<file path="src/hw/tdbc_regs.svh">
`ifndef TDBC_REGS_SVH
`define TDBC_REGS_SVH

// Register byte offsets
`define TDBC_CTRL_OFS 8'h00
`define TDBC_SCAN_DIV_OFS 8'h04
`define TDBC_COUNT_OFS 8'h08
`define TDBC_LATCH_OFS 8'h0C
`define TDBC_STATUS_OFS 8'h10
`define TDBC_WRAPS_OFS 8'h14

// Control field positions
`define TDBC_CTRL_MR_BIT 0
`define TDBC_CTRL_DIS_BIT 1
`define TDBC_CTRL_LE_BIT 2
`define TDBC_CTRL_EXT_BIT 3

// Status field positions
`define TDBC_STAT_MR_BIT 0
`define TDBC_STAT_DIS_BIT 1
`define TDBC_STAT_LE_BIT 2
`define TDBC_STAT_PTR_LSB 4
`define TDBC_STAT_SEL_LSB 8

// Reset values
`define TDBC_CTRL_RST 4'h0
`define TDBC_SCAN_DIV_RST 16'h0FA0
`define TDBC_WRAPS_RST 16'h0000
`define TDBC_DIGIT_RST 4'h0
`define TDBC_SEL_IDLE 3'h7

// Decade limit and bus word size
`define TDBC_BCD_MAX 4'h9
`define TDBC_HSIZE_WORD 3'h2

`endif

</file>
<file path="src/hw/tdbc_pkg.sv">
`default_nettype none

package tdbc_pkg;

   typedef logic [3:0] tdbc_bcd_t;
   typedef logic [2:0][3:0] tdbc_count_t;
   typedef enum logic [1:0] {TDBC_DIG1, TDBC_DIG2, TDBC_DIG3} tdbc_digit_e;

endpackage

`default_nettype wire

</file>
<file path="src/hw/tdbc_scan_if.sv">
`timescale 1ns/1ps
`default_nettype none

interface tdbc_scan_if;
   import tdbc_pkg::*;
   logic mr;
   logic ext_sel;
   logic ext_clk;
   logic [15:0] div;
   tdbc_digit_e ptr;
   logic [2:0] sel_n;

   modport scanner (input mr, input ext_sel, input ext_clk, input div,
                    output ptr, output sel_n);
   modport core (output mr, output ext_sel, output ext_clk, output div,
                 input ptr, input sel_n);
endinterface

`default_nettype wire

</file>
<file path="src/hw/tdbc_counter_top.sv">
// Summary of operation
// - Three BCD decades step on count-clock falling edge, carried synchronously.
// - Each decade feeds its own four-bit holding latch.
// - Latched digits leave time-shared on one active-high four-bit output.
// - One active-low select per digit, low while that digit is shown.
// - Scan steps on internal divider or an overriding external scan clock.
// - Overflow gives one pulse per thousand counts, at wrap.
// - Master reset clears all decades and restarts the digit scanner.
// - During master reset scanner sits on digit one, all selects high.
// - Scan clock generator stopped while master reset is high.
// - Disable high blocks count edges; counters keep their value.
// - Latch enable rising captures the count, held while high.
// - Latched count survives reset when latch enable stays high throughout.
`timescale 1ns/1ps
`default_nettype none

`include "tdbc_regs.svh"

module tdbc_counter_top
   import tdbc_pkg::*;
(
   // Clock, reset, enable
   input wire logic hclk,
   input wire logic hresetn,
   input wire logic ce,
   // AHB-Lite slave
   input wire logic hsel,
   input wire logic [31:0] haddr,
   input wire logic [1:0] htrans,
   input wire logic hwrite,
   input wire logic [2:0] hsize,
   input wire logic [31:0] hwdata,
   input wire logic hready,
   output logic [31:0] hrdata,
   output logic hreadyout,
   output logic hresp,
   // Counter inputs
   input wire logic count_clk,
   input wire logic count_disable,
   input wire logic master_reset,
   input wire logic latch_enable,
   input wire logic ext_scan_clk,
   // Display and cascade outputs
   output logic [3:0] bcd_out,
   output logic [2:0] digit_sel_n,
   output logic overflow
);

   // Bus state
   logic wr_pend_r;
   logic [7:0] wr_addr_r;
   logic [31:0] hrdata_r;
   logic [31:0] rd_data;
   logic addr_ok;

   // Software registers
   logic [3:0] ctrl_r;
   logic [15:0] scan_div_r;
   logic [15:0] wraps_r;
   logic [15:0] wraps_nxt;
   logic wraps_clr;

   // Counter datapath
   logic cnt_clk_q_r;
   logic cnt_fall;
   logic cnt_step;
   logic carry_out;
   tdbc_count_t cnt_r;
   tdbc_count_t cnt_nxt;
   tdbc_count_t latch_r;
   logic [3:0] bcd_out_r;
   logic overflow_r;

   // Effective controls, pin or software
   logic mr_eff;
   logic dis_eff;
   logic le_eff;

   tdbc_scan_if sif ();

   // Codes above nine fold back to zero
   function automatic tdbc_bcd_t bcd_inc(input tdbc_bcd_t d);
      if (d >= `TDBC_BCD_MAX) begin
         bcd_inc = `TDBC_DIGIT_RST;
      end else begin
         bcd_inc = d + 4'h1;
      end
   endfunction

   function automatic logic bcd_top(input tdbc_bcd_t d);
      bcd_top = (d >= `TDBC_BCD_MAX);
   endfunction

   // Hundreds in [11:8], tens in [7:4], units in [3:0]
   function automatic logic [31:0] pad12(input tdbc_count_t c);
      pad12 = {20'h00000, c[2], c[1], c[0]};
   endfunction

   function automatic logic wr_hit(input logic [7:0] ofs);
      wr_hit = wr_pend_r && (wr_addr_r == ofs);
   endfunction

   // Soft controls OR with the pins; either one asserts
   assign mr_eff = master_reset | ctrl_r[`TDBC_CTRL_MR_BIT];
   assign dis_eff = count_disable | ctrl_r[`TDBC_CTRL_DIS_BIT];
   assign le_eff = latch_enable | ctrl_r[`TDBC_CTRL_LE_BIT];

   // ---- AHB-Lite slave, zero wait state ----
   // Every transfer completes at once with OKAY
   assign hreadyout = 1'b1;
   assign hresp = 1'b0;
   assign hrdata = hrdata_r;
   // Only the low address byte decodes; the map repeats
   assign addr_ok = hsel & htrans[1] & hready;

   // Address phase latches write target
   always_ff @(posedge hclk or negedge hresetn) begin
      if (!hresetn) begin
         wr_pend_r <= 1'b0;
         wr_addr_r <= 8'h00;
      end else if (ce) begin
         wr_pend_r <= addr_ok & hwrite & (hsize == `TDBC_HSIZE_WORD);
         wr_addr_r <= haddr[7:0];
      end
   end

   always_comb begin
      rd_data = 32'h00000000;
      case (haddr[7:0])
         `TDBC_CTRL_OFS: rd_data = {28'h0000000, ctrl_r};
         `TDBC_SCAN_DIV_OFS: rd_data = {16'h0000, scan_div_r};
         `TDBC_COUNT_OFS: rd_data = pad12(cnt_r);
         `TDBC_LATCH_OFS: rd_data = pad12(latch_r);
         // Effective levels, pin or software
         `TDBC_STATUS_OFS: begin
            rd_data[`TDBC_STAT_MR_BIT] = mr_eff;
            rd_data[`TDBC_STAT_DIS_BIT] = dis_eff;
            rd_data[`TDBC_STAT_LE_BIT] = le_eff;
            rd_data[`TDBC_STAT_PTR_LSB +: 2] = sif.ptr;
            rd_data[`TDBC_STAT_SEL_LSB +: 3] = sif.sel_n;
         end
         `TDBC_WRAPS_OFS: rd_data = {16'h0000, wraps_r};
         default: rd_data = 32'h00000000;
      endcase
   end

   // Read data sampled in the address phase
   // Holds until the next read, so idle cycles keep it
   always_ff @(posedge hclk or negedge hresetn) begin
      if (!hresetn) begin
         hrdata_r <= 32'h00000000;
      end else if (ce) begin
         if (addr_ok & ~hwrite) begin
            hrdata_r <= rd_data;
         end
      end
   end

   always_ff @(posedge hclk or negedge hresetn) begin
      if (!hresetn) begin
         ctrl_r <= `TDBC_CTRL_RST;
      end else if (ce) begin
         // Bits above the four controls are dropped
         if (wr_hit(`TDBC_CTRL_OFS)) begin
            ctrl_r <= hwdata[3:0];
         end
      end
   end

   always_ff @(posedge hclk or negedge hresetn) begin
      if (!hresetn) begin
         scan_div_r <= `TDBC_SCAN_DIV_RST;
      end else if (ce) begin
         if (wr_hit(`TDBC_SCAN_DIV_OFS)) begin
            scan_div_r <= hwdata[15:0];
         end
      end
   end

   // ---- Decade counters ----
   // Count clock is taken as synchronous; a falling edge is one step
   // Resets low so a pin idling low gives no false count
   always_ff @(posedge hclk or negedge hresetn) begin
      if (!hresetn) begin
         cnt_clk_q_r <= 1'b0;
      end else if (ce) begin
         cnt_clk_q_r <= count_clk;
      end
   end

   assign cnt_fall = cnt_clk_q_r & ~count_clk;

   assign cnt_step = cnt_fall & ~dis_eff;

   // synchronous carry chain
   // A decade steps only when every lower one sits at nine
   always_comb begin
      logic carry;
      carry = cnt_step;
      cnt_nxt = cnt_r;
      for (int i = 0; i < 3; i++) begin
         if (carry) begin
            cnt_nxt[i] = bcd_inc(cnt_r[i]);
         end
         carry = carry & bcd_top(cnt_r[i]);
      end
      carry_out = carry;
   end

   always_ff @(posedge hclk or negedge hresetn) begin
      if (!hresetn) begin
         cnt_r <= '0;
      end else if (ce) begin
         if (mr_eff) begin
            cnt_r <= '0;
         end else begin
            cnt_r <= cnt_nxt;
         end
      end
   end

   // one pulse per wrap
   // Held off in reset so a clear never fakes a wrap
   always_ff @(posedge hclk or negedge hresetn) begin
      if (!hresetn) begin
         overflow_r <= 1'b0;
      end else if (ce) begin
         overflow_r <= carry_out & ~mr_eff;
      end
   end

   // Wrap tally; a wrap in the clearing cycle still counts
   assign wraps_clr = wr_hit(`TDBC_WRAPS_OFS);

   always_comb begin
      wraps_nxt = wraps_clr ? `TDBC_WRAPS_RST : wraps_r;
      if (carry_out & ~mr_eff) begin
         wraps_nxt = wraps_nxt + 16'h0001;
      end
   end

   always_ff @(posedge hclk or negedge hresetn) begin
      if (!hresetn) begin
         wraps_r <= `TDBC_WRAPS_RST;
      end else if (ce) begin
         wraps_r <= wraps_nxt;
      end
   end

   // ---- Holding latches ----
   // per-decade holding latch
   // reset ignored while holding
   // Capture is the count of the last cycle before enable rose
   always_ff @(posedge hclk or negedge hresetn) begin
      if (!hresetn) begin
         latch_r <= '0;
      end else if (ce) begin
         if (!le_eff) begin
            latch_r <= cnt_r;
         end
      end
   end

   // ---- Scanner and multiplexer ----
   // Scan keeps running while counting is disabled
   assign sif.mr = mr_eff;
   assign sif.ext_sel = ctrl_r[`TDBC_CTRL_EXT_BIT];
   assign sif.ext_clk = ext_scan_clk;
   assign sif.div = scan_div_r;

   tdbc_scan u_scan (
      .hclk(hclk),
      .hresetn(hresetn),
      .ce(ce),
      .sif(sif.scanner)
   );

   // one digit on shared bus
   // Registered so data lines up with the registered selects
   always_ff @(posedge hclk or negedge hresetn) begin
      if (!hresetn) begin
         bcd_out_r <= `TDBC_DIGIT_RST;
      end else if (ce) begin
         case (sif.ptr)
            TDBC_DIG1: bcd_out_r <= latch_r[0];
            TDBC_DIG2: bcd_out_r <= latch_r[1];
            TDBC_DIG3: bcd_out_r <= latch_r[2];
            default: bcd_out_r <= `TDBC_DIGIT_RST;
         endcase
      end
   end

   assign digit_sel_n = sif.sel_n;
   assign bcd_out = bcd_out_r;
   assign overflow = overflow_r;

endmodule

`default_nettype wire

</file>
<file path="src/hw/tdbc_scan.sv">
`timescale 1ns/1ps
`default_nettype none

`include "tdbc_regs.svh"

module tdbc_scan
   import tdbc_pkg::*;
(
   // Clock and reset
   input wire logic hclk,
   input wire logic hresetn,
   input wire logic ce,
   // Scan link to the core
   tdbc_scan_if.scanner sif
);

   logic [15:0] div_cnt_r;
   logic [15:0] div_cnt_nxt;
   logic ext_q_r;
   logic int_tick;
   logic ext_rise;
   logic step;
   tdbc_digit_e ptr_r;
   tdbc_digit_e ptr_nxt;
   logic [2:0] sel_n_r;

   function automatic logic [2:0] dig_sel_n(input tdbc_digit_e d);
      case (d)
         TDBC_DIG1: dig_sel_n = 3'h6;
         TDBC_DIG2: dig_sel_n = 3'h5;
         TDBC_DIG3: dig_sel_n = 3'h3;
         default: dig_sel_n = `TDBC_SEL_IDLE;
      endcase
   endfunction

   // Divider of zero behaves as one
   assign int_tick = (div_cnt_r + 16'h0001 >= sif.div);
   assign ext_rise = sif.ext_clk & ~ext_q_r;

   assign step = sif.ext_sel ? ext_rise : int_tick;

   always_comb begin
      div_cnt_nxt = div_cnt_r + 16'h0001;
      if (int_tick) begin
         div_cnt_nxt = 16'h0000;
      end
   end

   always_comb begin
      case (ptr_r)
         TDBC_DIG1: ptr_nxt = TDBC_DIG2;
         TDBC_DIG2: ptr_nxt = TDBC_DIG3;
         TDBC_DIG3: ptr_nxt = TDBC_DIG1;
         default: ptr_nxt = TDBC_DIG1;
      endcase
   end

   always_ff @(posedge hclk or negedge hresetn) begin
      if (!hresetn) begin
         ext_q_r <= 1'b0;
      end else if (ce) begin
         ext_q_r <= sif.ext_clk;
      end
   end

   always_ff @(posedge hclk or negedge hresetn) begin
      if (!hresetn) begin
         div_cnt_r <= 16'h0000;
      end else if (ce) begin
         div_cnt_r <= sif.mr ? 16'h0000 : div_cnt_nxt;
      end
   end

   always_ff @(posedge hclk or negedge hresetn) begin
      if (!hresetn) begin
         ptr_r <= TDBC_DIG1;
      end else if (ce) begin
         if (sif.mr) begin
            ptr_r <= TDBC_DIG1;
         end else if (step) begin
            ptr_r <= ptr_nxt;
         end
      end
   end

   always_ff @(posedge hclk or negedge hresetn) begin
      if (!hresetn) begin
         sel_n_r <= `TDBC_SEL_IDLE;
      end else if (ce) begin
         sel_n_r <= sif.mr ? `TDBC_SEL_IDLE : dig_sel_n(ptr_r);
      end
   end

   assign sif.ptr = ptr_r;
   assign sif.sel_n = sel_n_r;

endmodule

`default_nettype wire

</file>
<file path="config.mk">
export PLATFORM = sky130hd
export DESIGN_NAME = tdbc_counter_top
export DESIGN_NICKNAME = d
export VERILOG_FILES = /design/src/hw/tdbc_pkg.sv /design/src/hw/tdbc_scan_if.sv /design/src/hw/tdbc_counter_top.sv /design/src/hw/tdbc_scan.sv
export VERILOG_INCLUDE_DIRS = /design/src /design/src/hw
export SDC_FILE = /design/constraint.sdc
export NUM_CORES = 1
export LEC_CHECK = 0
export ABC_AREA = 1
export BUFFER_PORTS_ARGS = -buffer_cell sky130_fd_sc_hd__buf_2
export CORE_AREA = 2 2 118 109
export CTS_CLUSTER_DIAMETER = 80
export CTS_CLUSTER_SIZE = 10
export DETAILED_ROUTE_END_ITERATION = 8
export DIE_AREA = 0 0 120 111
export HOLD_SLACK_MARGIN = 0.12
export PLACE_DENSITY = 0.78
export SYNTH_ARGS = -nofsm -noshare
export SYNTH_HDL_FRONTEND = slang
export SYNTH_SLANG_ARGS = --single-unit
</file>
<file path="constraint.sdc">
create_clock -name hclk -period 3 [get_ports hclk]
set_clock_uncertainty 0.1 [all_clocks]
set_input_delay 0.6 -clock hclk [delete_from_list [all_inputs] [get_ports hclk]]
set_output_delay 0.6 -clock hclk [all_outputs]
set_load 0.005 [all_outputs]
</file>
==> flow_metrics.py, run 1 <==
metrics = {
    "drt": {
        "route.detailed.drc": 0,
        "drt_first_pass_iters": 5,
        "dr_total_vias": 5704,
        "wl_per_cell_um": 14.54,
        "viasPerCell": 5.257,
        "drt-initial-drc-count": 443,
        "wl_um": 15780,
        "ant_nets": 0,
    },
    "worst_setup_path": {
        "startpoint": "u_scan.div_cnt_r[0]$_DFFE_PN0P_",
        "critPathRequiredTime_ps": 3240,
        "critical-path-top-delay-family": "simple AND/OR/NAND/NOR gates",
        "cp_cell_sequence": "ha_2 > nand3_1 > inv_2 > nand3_4 > nor2_2 > nand3_1 > or2_0 > and2_1 > inv_1 > ha_1 > nand2_1 > o21ai_0 > a21oi_1 > nand3_1 > buf_4 > o21ai_0",
        "rr_startpoint": "u_scan.div_cnt_r[0]$_DFFE_PN0P_",
        "crit_buf_inv": 3,
        "criticalPathCategory": "flop to flop",
        "worst_setup_path_start_kind": "flop",
        "cp_max_fo": 9,
        "cpPeakStageDelay_ps": 370,
        "cp_common_cell": "nand3_1",
        "critPathArrivalTime_ps": 3030,
        "end_kind": "flop",
        "cpMaxStageDelayCell": "dfrtp_1",
        "regToRegSetupSlack_ps": 210,
    },
    "clock_tree": {
        "cts.sinks": 113,
        "post-cts-setup-buffer-count": 0,
        "path_clk_slew_ps": 50,
        "cts_root_buffer": "clkbuf_16",
        "worstSkewPairLatency_ps": 420,
        "cts_tree": "built",
        "cts_buffers": 17,
        "clockBufferDepth": 2,
        "htree_levels": 4,
    },
    "global_routing": {
        "grt_pass1_wl_um": 26720,
        "antenna_found_initial": 0,
        "grt_max_degree": 58,
        "grt-ovfl-total": 0,
        "grtUsageTotal_pct": 25.77,
        "first_global_vias": 5399,
    },
    "cells_and_area": {
        "fin_cells": 1085,
        "layout-drive-gt1-share_pct": 15.96,
        "nFillCells": 1074,
        "nets": 1015,
        "syn_to_final_growth_pct": 16.40,
        "n_antenna_cell": 0,
    },
    "pwr": {
        "p_leak_nw": 3.972,
        "pwr-share-clk_pct": 45.8,
        "ir_worst_vdd_mv": 0.5802,
        "pwr-share-comb_pct": 12.3,
        "swShare_pct": 26.25,
        "p_int_mw": 3.133,
        "power_switching_mw": 1.115,
        "power_density_nw_per_um2": 558.7,
        "seq_power_share_pct": 41.9,
    },
    "floorplanning": {
        "row_count": 39,
        "start_util_pct": 53.34,
        "pin_count": 122,
        "die_w_um": 120,
        "die-area_um2": 13320,
        "core_area_um2": 12250,
        "die-height_um": 111,
    },
    "timing": {
        "fin_crit_ps": 2790,
        "final_max_slew_viol_count": 0,
        "clock.fmax_ghz": 0.3584,
        "finalSetupViolCount": 0,
        "min_period_over_period_pct": 92.99,
        "finalSetupTns_ps": 0,
        "hold_viol_final": 0,
        "slew_headroom_pct": 58.42,
        "worstMarginPinSlew_ps": 622.2,
    },
    "yosys": {
        "ys_top_cells_by_count": "nand2_1, inv_1, dfrtp_1",
        "syn_area_um2": 6533,
        "yosysUniqueCellTypes": 48,
        "netlist_instances": 835,
        "ys_seq_area_share_pct": 43.46,
        "async_flop_share_pct": 100.0,
        "yosys_warnings": 0,
        "yosys.area.top_type_share_pct": 39.84,
        "synth.area.top_cells": "dfrtp_1, nand2_1, inv_1, o21ai_0, ha_1",
        "yosysMostFrequentCell": "nand2_1",
        "yosys.area.top_type": "dfrtp_1",
        "synth_ff_type": "dfrtp_1",
        "yosys_register_bits": 113,
        "synth_edf_count": 0,
        "syn-mean-instance-area_um2": 7.823,
    },
    "placement": {
        "post-dp-hpwl_um": 11690,
        "dp.cells": 1052,
        "place_congestion": 0.9673,
        "numPortBuffers": 62,
    },
    "hold_path": {
        "min-delay-start": "hsize[0]",
        "hold_path.class": "input port to flop",
    },
    "run": {
        "maxCapViolCount": 0,
    },
    "status": {
        "status": "completed",
    },
}
-- power groups by stage --
stage | registers [mW] | logic [mW] | clock network (mW)
after CTS | 1.78 | 0.526 | 1.97
after global routing | 1.80 | 0.614 | 2.04
after detailed placement | 1.80 | 0.518 | 0
final | 1.78 | 0.523 | 1.94
after floorplan | 1.78 | 0.355 | 0
after global placement | 1.80 | 0.506 | 0
-- worst paths after layout --
path | to | cells past startpoint
worst max-delay path | u_scan.div_cnt_r[12]$_DFFE_PN0P_ | 16
worst min-delay path | wr_pend_r$_DFFE_PN0P_ | 2
worst max register to register | u_scan.div_cnt_r[12]$_DFFE_PN0P_ | 16
worst min register to register | hrdata[13]$_DFFE_PN0P_ | 2
max in group asynchronous | u_scan.sif.sel_n[0]$_DFFE_PN1P_ | 3
min in group asynchronous | scan_div_r[15]$_DFFE_PN0P_ | 2
-- final cells by class --
class | instances | area [um2] | share of cell area, %
Clock buffer | 26 | 489.2 | 6.434
Clock inverter | 6 | 80.08 | 1.053
Inverter | 126 | 473.0 | 6.220
Multi-Input combinational cell | 574 | 3084 | 40.56
Sequential cell | 113 | 2839 | 37.34
Tap cell | 164 | 205.2 | 2.699
Timing Repair Buffer | 76 | 432.9 | 5.694
-- per-stage QoR --
stage               hold slack [ps]  setup WS [ps]  power, mW  utilization, %  instance area [um2]
floorplan                     204.4          322.5      2.131               -                 6593
CTS                           244.2          137.2      4.270           61.86                 7576
finish                        251.5          210.2      4.248           62.08                 7604
detailed placement            362.0          165.1      2.319           57.13                 6997
global route                  242.0         -11.69      4.453           62.08                 7604
global placement              359.2          231.8      2.303           57.13                 6997
-- per-layer routing --
layer,vias up,global-route usage (%),part of all wire (%)
li1,2796,-,-
met4,0,9.020,1.6
met1,2697,35.49,46
met2,191,40.15,46
met3,20,5.813,6.4
met5,-,0,0
-- cell families after synthesis --
logic type | Yosys count | share of synthesized area (%)
simple gates | 371 | 25.86
buf+inv | 164 | 10.67
compound gates | 132 | 11.13
flops | 113 | 43.46
fa+ha+maj | 27 | 5.171
xor+xnor | 22 | 2.950
mux | 4 | 0.6512
other cells | 2 | 0.1150
-- cells in the final DEF (no fill, tap or decap), types with 2 or more instances in the layout --
| cell type | netlist | final |
|---|---|---|
| inv_2 | 3 | 5 |
| xnor2_1 | 2 | 2 |
| buf_4 | 18 | 13 |
| clkinv_2 | 0 | 4 |
| o21a_1 | 2 | 2 |
| o21ai_0 | 69 | 69 |
| conb_1 | 2 | 18 |
| mux2_2 | 2 | 2 |
| nand3_4 | 1 | 2 |
| nand3_1 | 37 | 36 |
| nand2_2 | 2 | 2 |
| mux2i_1 | 2 | 2 |
| nor2_2 | 6 | 6 |
| o21ai_1 | 2 | 2 |
| ha_1 | 27 | 26 |
| nand4_1 | 9 | 9 |
| nand3b_1 | 4 | 4 |
| nor2_1 | 66 | 66 |
| o22ai_1 | 16 | 16 |
| dfrtp_1 | 104 | 104 |
| a31oi_1 | 2 | 2 |
| dfstp_2 | 9 | 9 |
| nor3_2 | 4 | 3 |
| o2111ai_1 | 4 | 4 |
| clkbuf_16 | 0 | 17 |
| bufinv_16 | 0 | 2 |
| nor2_4 | 5 | 5 |
| nor3_1 | 18 | 18 |
| nand3_2 | 3 | 3 |
| clkbuf_8 | 0 | 3 |
| buf_2 | 5 | 61 |
| inv_1 | 122 | 120 |
| nand2_1 | 207 | 207 |
| clkbuf_1 | 14 | 6 |
| a21oi_1 | 32 | 32 |
| xor2_1 | 20 | 20 |
-- flip-flops by register name (all words and copies together), names as in the netlist --
| signal | flops |
|---|---|
| hrdata | 16 |
| u_scan.sif.ptr | 2 |
| bcd_out | 4 |
| overflow | 1 |
| ctrl_r | 4 |
| wraps_r | 16 |
| latch_r | 12 |
| u_scan.ext_q_r | 1 |
| cnt_clk_q_r | 1 |
| scan_div_r | 16 |
| wr_addr_r | 8 |
| u_scan.sif.sel_n | 3 |
| wr_pend_r | 1 |
| u_scan.div_cnt_r | 16 |
| cnt_r | 12 |
-- repair_timing --
action / 4_1_cts / 5_1_grt
setup endpoints to repair: 0 / 16
hold buffers: 1 / 0
gates resized for setup: 0 / 7
endpoints found under the hold margin: 25 / 0
(Power assumes the default switching activity.)
==> run 2: changes to the inputs <==
--- a/config.mk
+++ b/config.mk
@@ -8,13 +8,13 @@
 export LEC_CHECK = 0
 export ABC_AREA = 1
 export BUFFER_PORTS_ARGS = -buffer_cell sky130_fd_sc_hd__buf_2
-export CORE_AREA = 2 2 118 109
+export CORE_AREA = 2 2 117 108
 export CTS_CLUSTER_DIAMETER = 80
 export CTS_CLUSTER_SIZE = 10
 export DETAILED_ROUTE_END_ITERATION = 8
-export DIE_AREA = 0 0 120 111
+export DIE_AREA = 0 0 119 110
 export HOLD_SLACK_MARGIN = 0.12
-export PLACE_DENSITY = 0.78
+export PLACE_DENSITY = 0.79
 export SYNTH_ARGS = -nofsm -noshare
 export SYNTH_HDL_FRONTEND = slang
 export SYNTH_SLANG_ARGS = --single-unit
==> flow_metrics.py, run 2 (synthesized netlist as in run 1, its figures left out) <==
metrics = {
    "status": {
        "status": "completed",
    },
    "timing": {
        "min_period_over_period_pct": 95.43,
        "finalSetupTns_ps": 0,
        "clock.fmax_ghz": 0.3493,
        "hold_viol_final": 0,
        "worstMarginPinSlew_ps": 693.9,
        "final_max_slew_viol_count": 0,
        "fin_crit_ps": 2863,
        "timing.hold.ws_ps": 263.6,
        "finalSetupViolCount": 0,
        "slew_headroom_pct": 53.63,
    },
    "clock_tree": {
        "htree_levels": 4,
        "cts_buffers": 17,
        "cts.sinks": 113,
        "cts_tree": "built",
        "clockBufferDepth": 2,
        "cts_root_buffer": "clkbuf_16",
        "post-cts-setup-buffer-count": 0,
        "worstSkewPairLatency_ps": 410,
        "path_clk_slew_ps": 50,
    },
    "pwr": {
        "p_leak_nw": 3.966,
        "finalPower_mw": 4.183,
        "power_density_nw_per_um2": 551.8,
        "ir_worst_vdd_mv": 0.4479,
    },
    "worst_setup_path": {
        "critical-path-top-delay-family": "simple AND/OR/NAND/NOR gates",
        "cp_max_fo": 9,
        "worst_setup_path_start_kind": "flop",
        "critPathArrivalTime_ps": 3080,
        "end_kind": "flop",
        "cpMaxStageDelayCell": "dfrtp_1",
        "critPathRequiredTime_ps": 3220,
        "cpPeakStageDelay_ps": 360,
        "cp_cell_sequence": "ha_1 > nand3_2 > inv_2 > nand3_4 > nor2_4 > nand3_1 > or2_0 > and2_1 > inv_1 > ha_1 > nand2_1 > o21ai_0 > a21oi_1 > nand3_1 > buf_4 > o21ai_0",
        "criticalPathCategory": "flop to flop",
        "crit_buf_inv": 3,
    },
    "floorplanning": {
        "die-area_um2": 13090,
        "start_util_pct": 55.18,
        "pin_count": 122,
        "die-height_um": 110,
        "core_area_um2": 11840,
        "row_count": 38,
        "die_w_um": 119,
    },
    "cells_and_area": {
        "multi_input_area_um2": 3092,
        "seqCellArea_um2": 2839,
        "finalCoreUtilization_pct": 64.02,
        "layout-drive-gt1-share_pct": 16.10,
        "nets": 1013,
        "layout_commonest_cell": "nand2_1",
        "nFillCells": 993,
        "n_antenna_cell": 0,
        "syn_to_final_growth_pct": 16.03,
        "most-common-layout-cells": "nand2_1, inv_1, dfrtp_1",
    },
    "drt": {
        "route.detailed.drc": 0,
        "wl_met1_um": 7427,
        "dr_wl_met2_um": 7705,
        "wl_met3_um": 1054,
        "wl_um": 16590,
        "top_layer": "met4",
        "dr_total_vias": 5723,
        "viasPerCell": 5.304,
        "ant_nets": 0,
        "wl_per_cell_um": 15.38,
        "drt_first_pass_iters": 7,
        "drt-initial-drc-count": 507,
    },
    "global_routing": {
        "antenna_found_initial": 0,
        "grt_pass1_wl_um": 26820,
        "grtUsageTotal_pct": 26.64,
        "first_global_vias": 5403,
        "grt-ovfl-total": 0,
        "grt_max_degree": 54,
    },
    "placement": {
        "place_congestion": 0.9453,
        "numPortBuffers": 62,
        "post-dp-hpwl_um": 12000,
    },
    "run": {
        "maxCapViolCount": 0,
    },
    "hold_path": {
        "hold_path.class": "input port to flop",
    },
}
run 2: changes by cell type in the layout (fill, tap and decap cells not counted), moves of 2 or more:
cell       previous run  this run
clkbuf_8              3         7
clkbuf_1              6         3
buf_4                13        11
bufinv_16             2         0
run 2: cell type report:
cell class / count / share of cell area, %
Inverter: 126 / 6.240
Multi-Input combinational cell: 574 / 40.79
Clock buffer: 27 / 7.032
Tap cell: 160 / 2.641
Timing Repair Buffer: 74 / 5.513
Clock inverter: 5 / 0.3301
Sequential cell: 113 / 37.45
run 2: routing by layer:
layer	vias up	track usage, %
met1	2703	36.39
met5	-	0
li1	2777	-
met2	210	41.95
met4	0	10.97
met3	33	5.401
run 2: power by group:
group	leakage (nW)	total (mW)	switching (mW)	internal [mW]
Clock	0.283	1.88	0.677	1.20
Sequential	1.43	1.78	0.106	1.67
Combinational	2.26	0.530	0.345	0.184
run 2: what timing repair did:
item                                    4_1_cts  5_1_grt
hold endpoints to repair                     33        0
gates resized for setup                       0        8
endpoints found under the setup margin        0       18
hold buffers                                  1        0
run 2: path summary, 6_finish.rpt:
kind	slack, ps	cells after the start	to	startpoint
min in group asynchronous	630	2	u_scan.div_cnt_r[15]$_DFFE_PN0P_	hresetn
max in group asynchronous	1460	3	u_scan.sif.sel_n[1]$_DFFE_PN1P_	hresetn
setup / recovery	140	16	u_scan.div_cnt_r[9]$_DFFE_PN0P_	u_scan.div_cnt_r[1]$_DFFE_PN0P_
hold reg to reg	370	2	bcd_out[1]$_DFFE_PN0P_	bcd_out[1]$_DFFE_PN0P_
setup reg to reg	140	16	u_scan.div_cnt_r[9]$_DFFE_PN0P_	u_scan.div_cnt_r[1]$_DFFE_PN0P_
hold / removal	260	2	wr_pend_r$_DFFE_PN0P_	hsize[0]
run 2: through the flow:
step	cells	instance area (um2)	worst slack [ps]
after floorplan	851	6593	322.5
final	1079	7580	137.1
after global routing	1079	7580	-7.079
after detailed placement	1046	6977	98.69
after CTS	1079	7545	71.10
after global placement	1046	6977	227.6
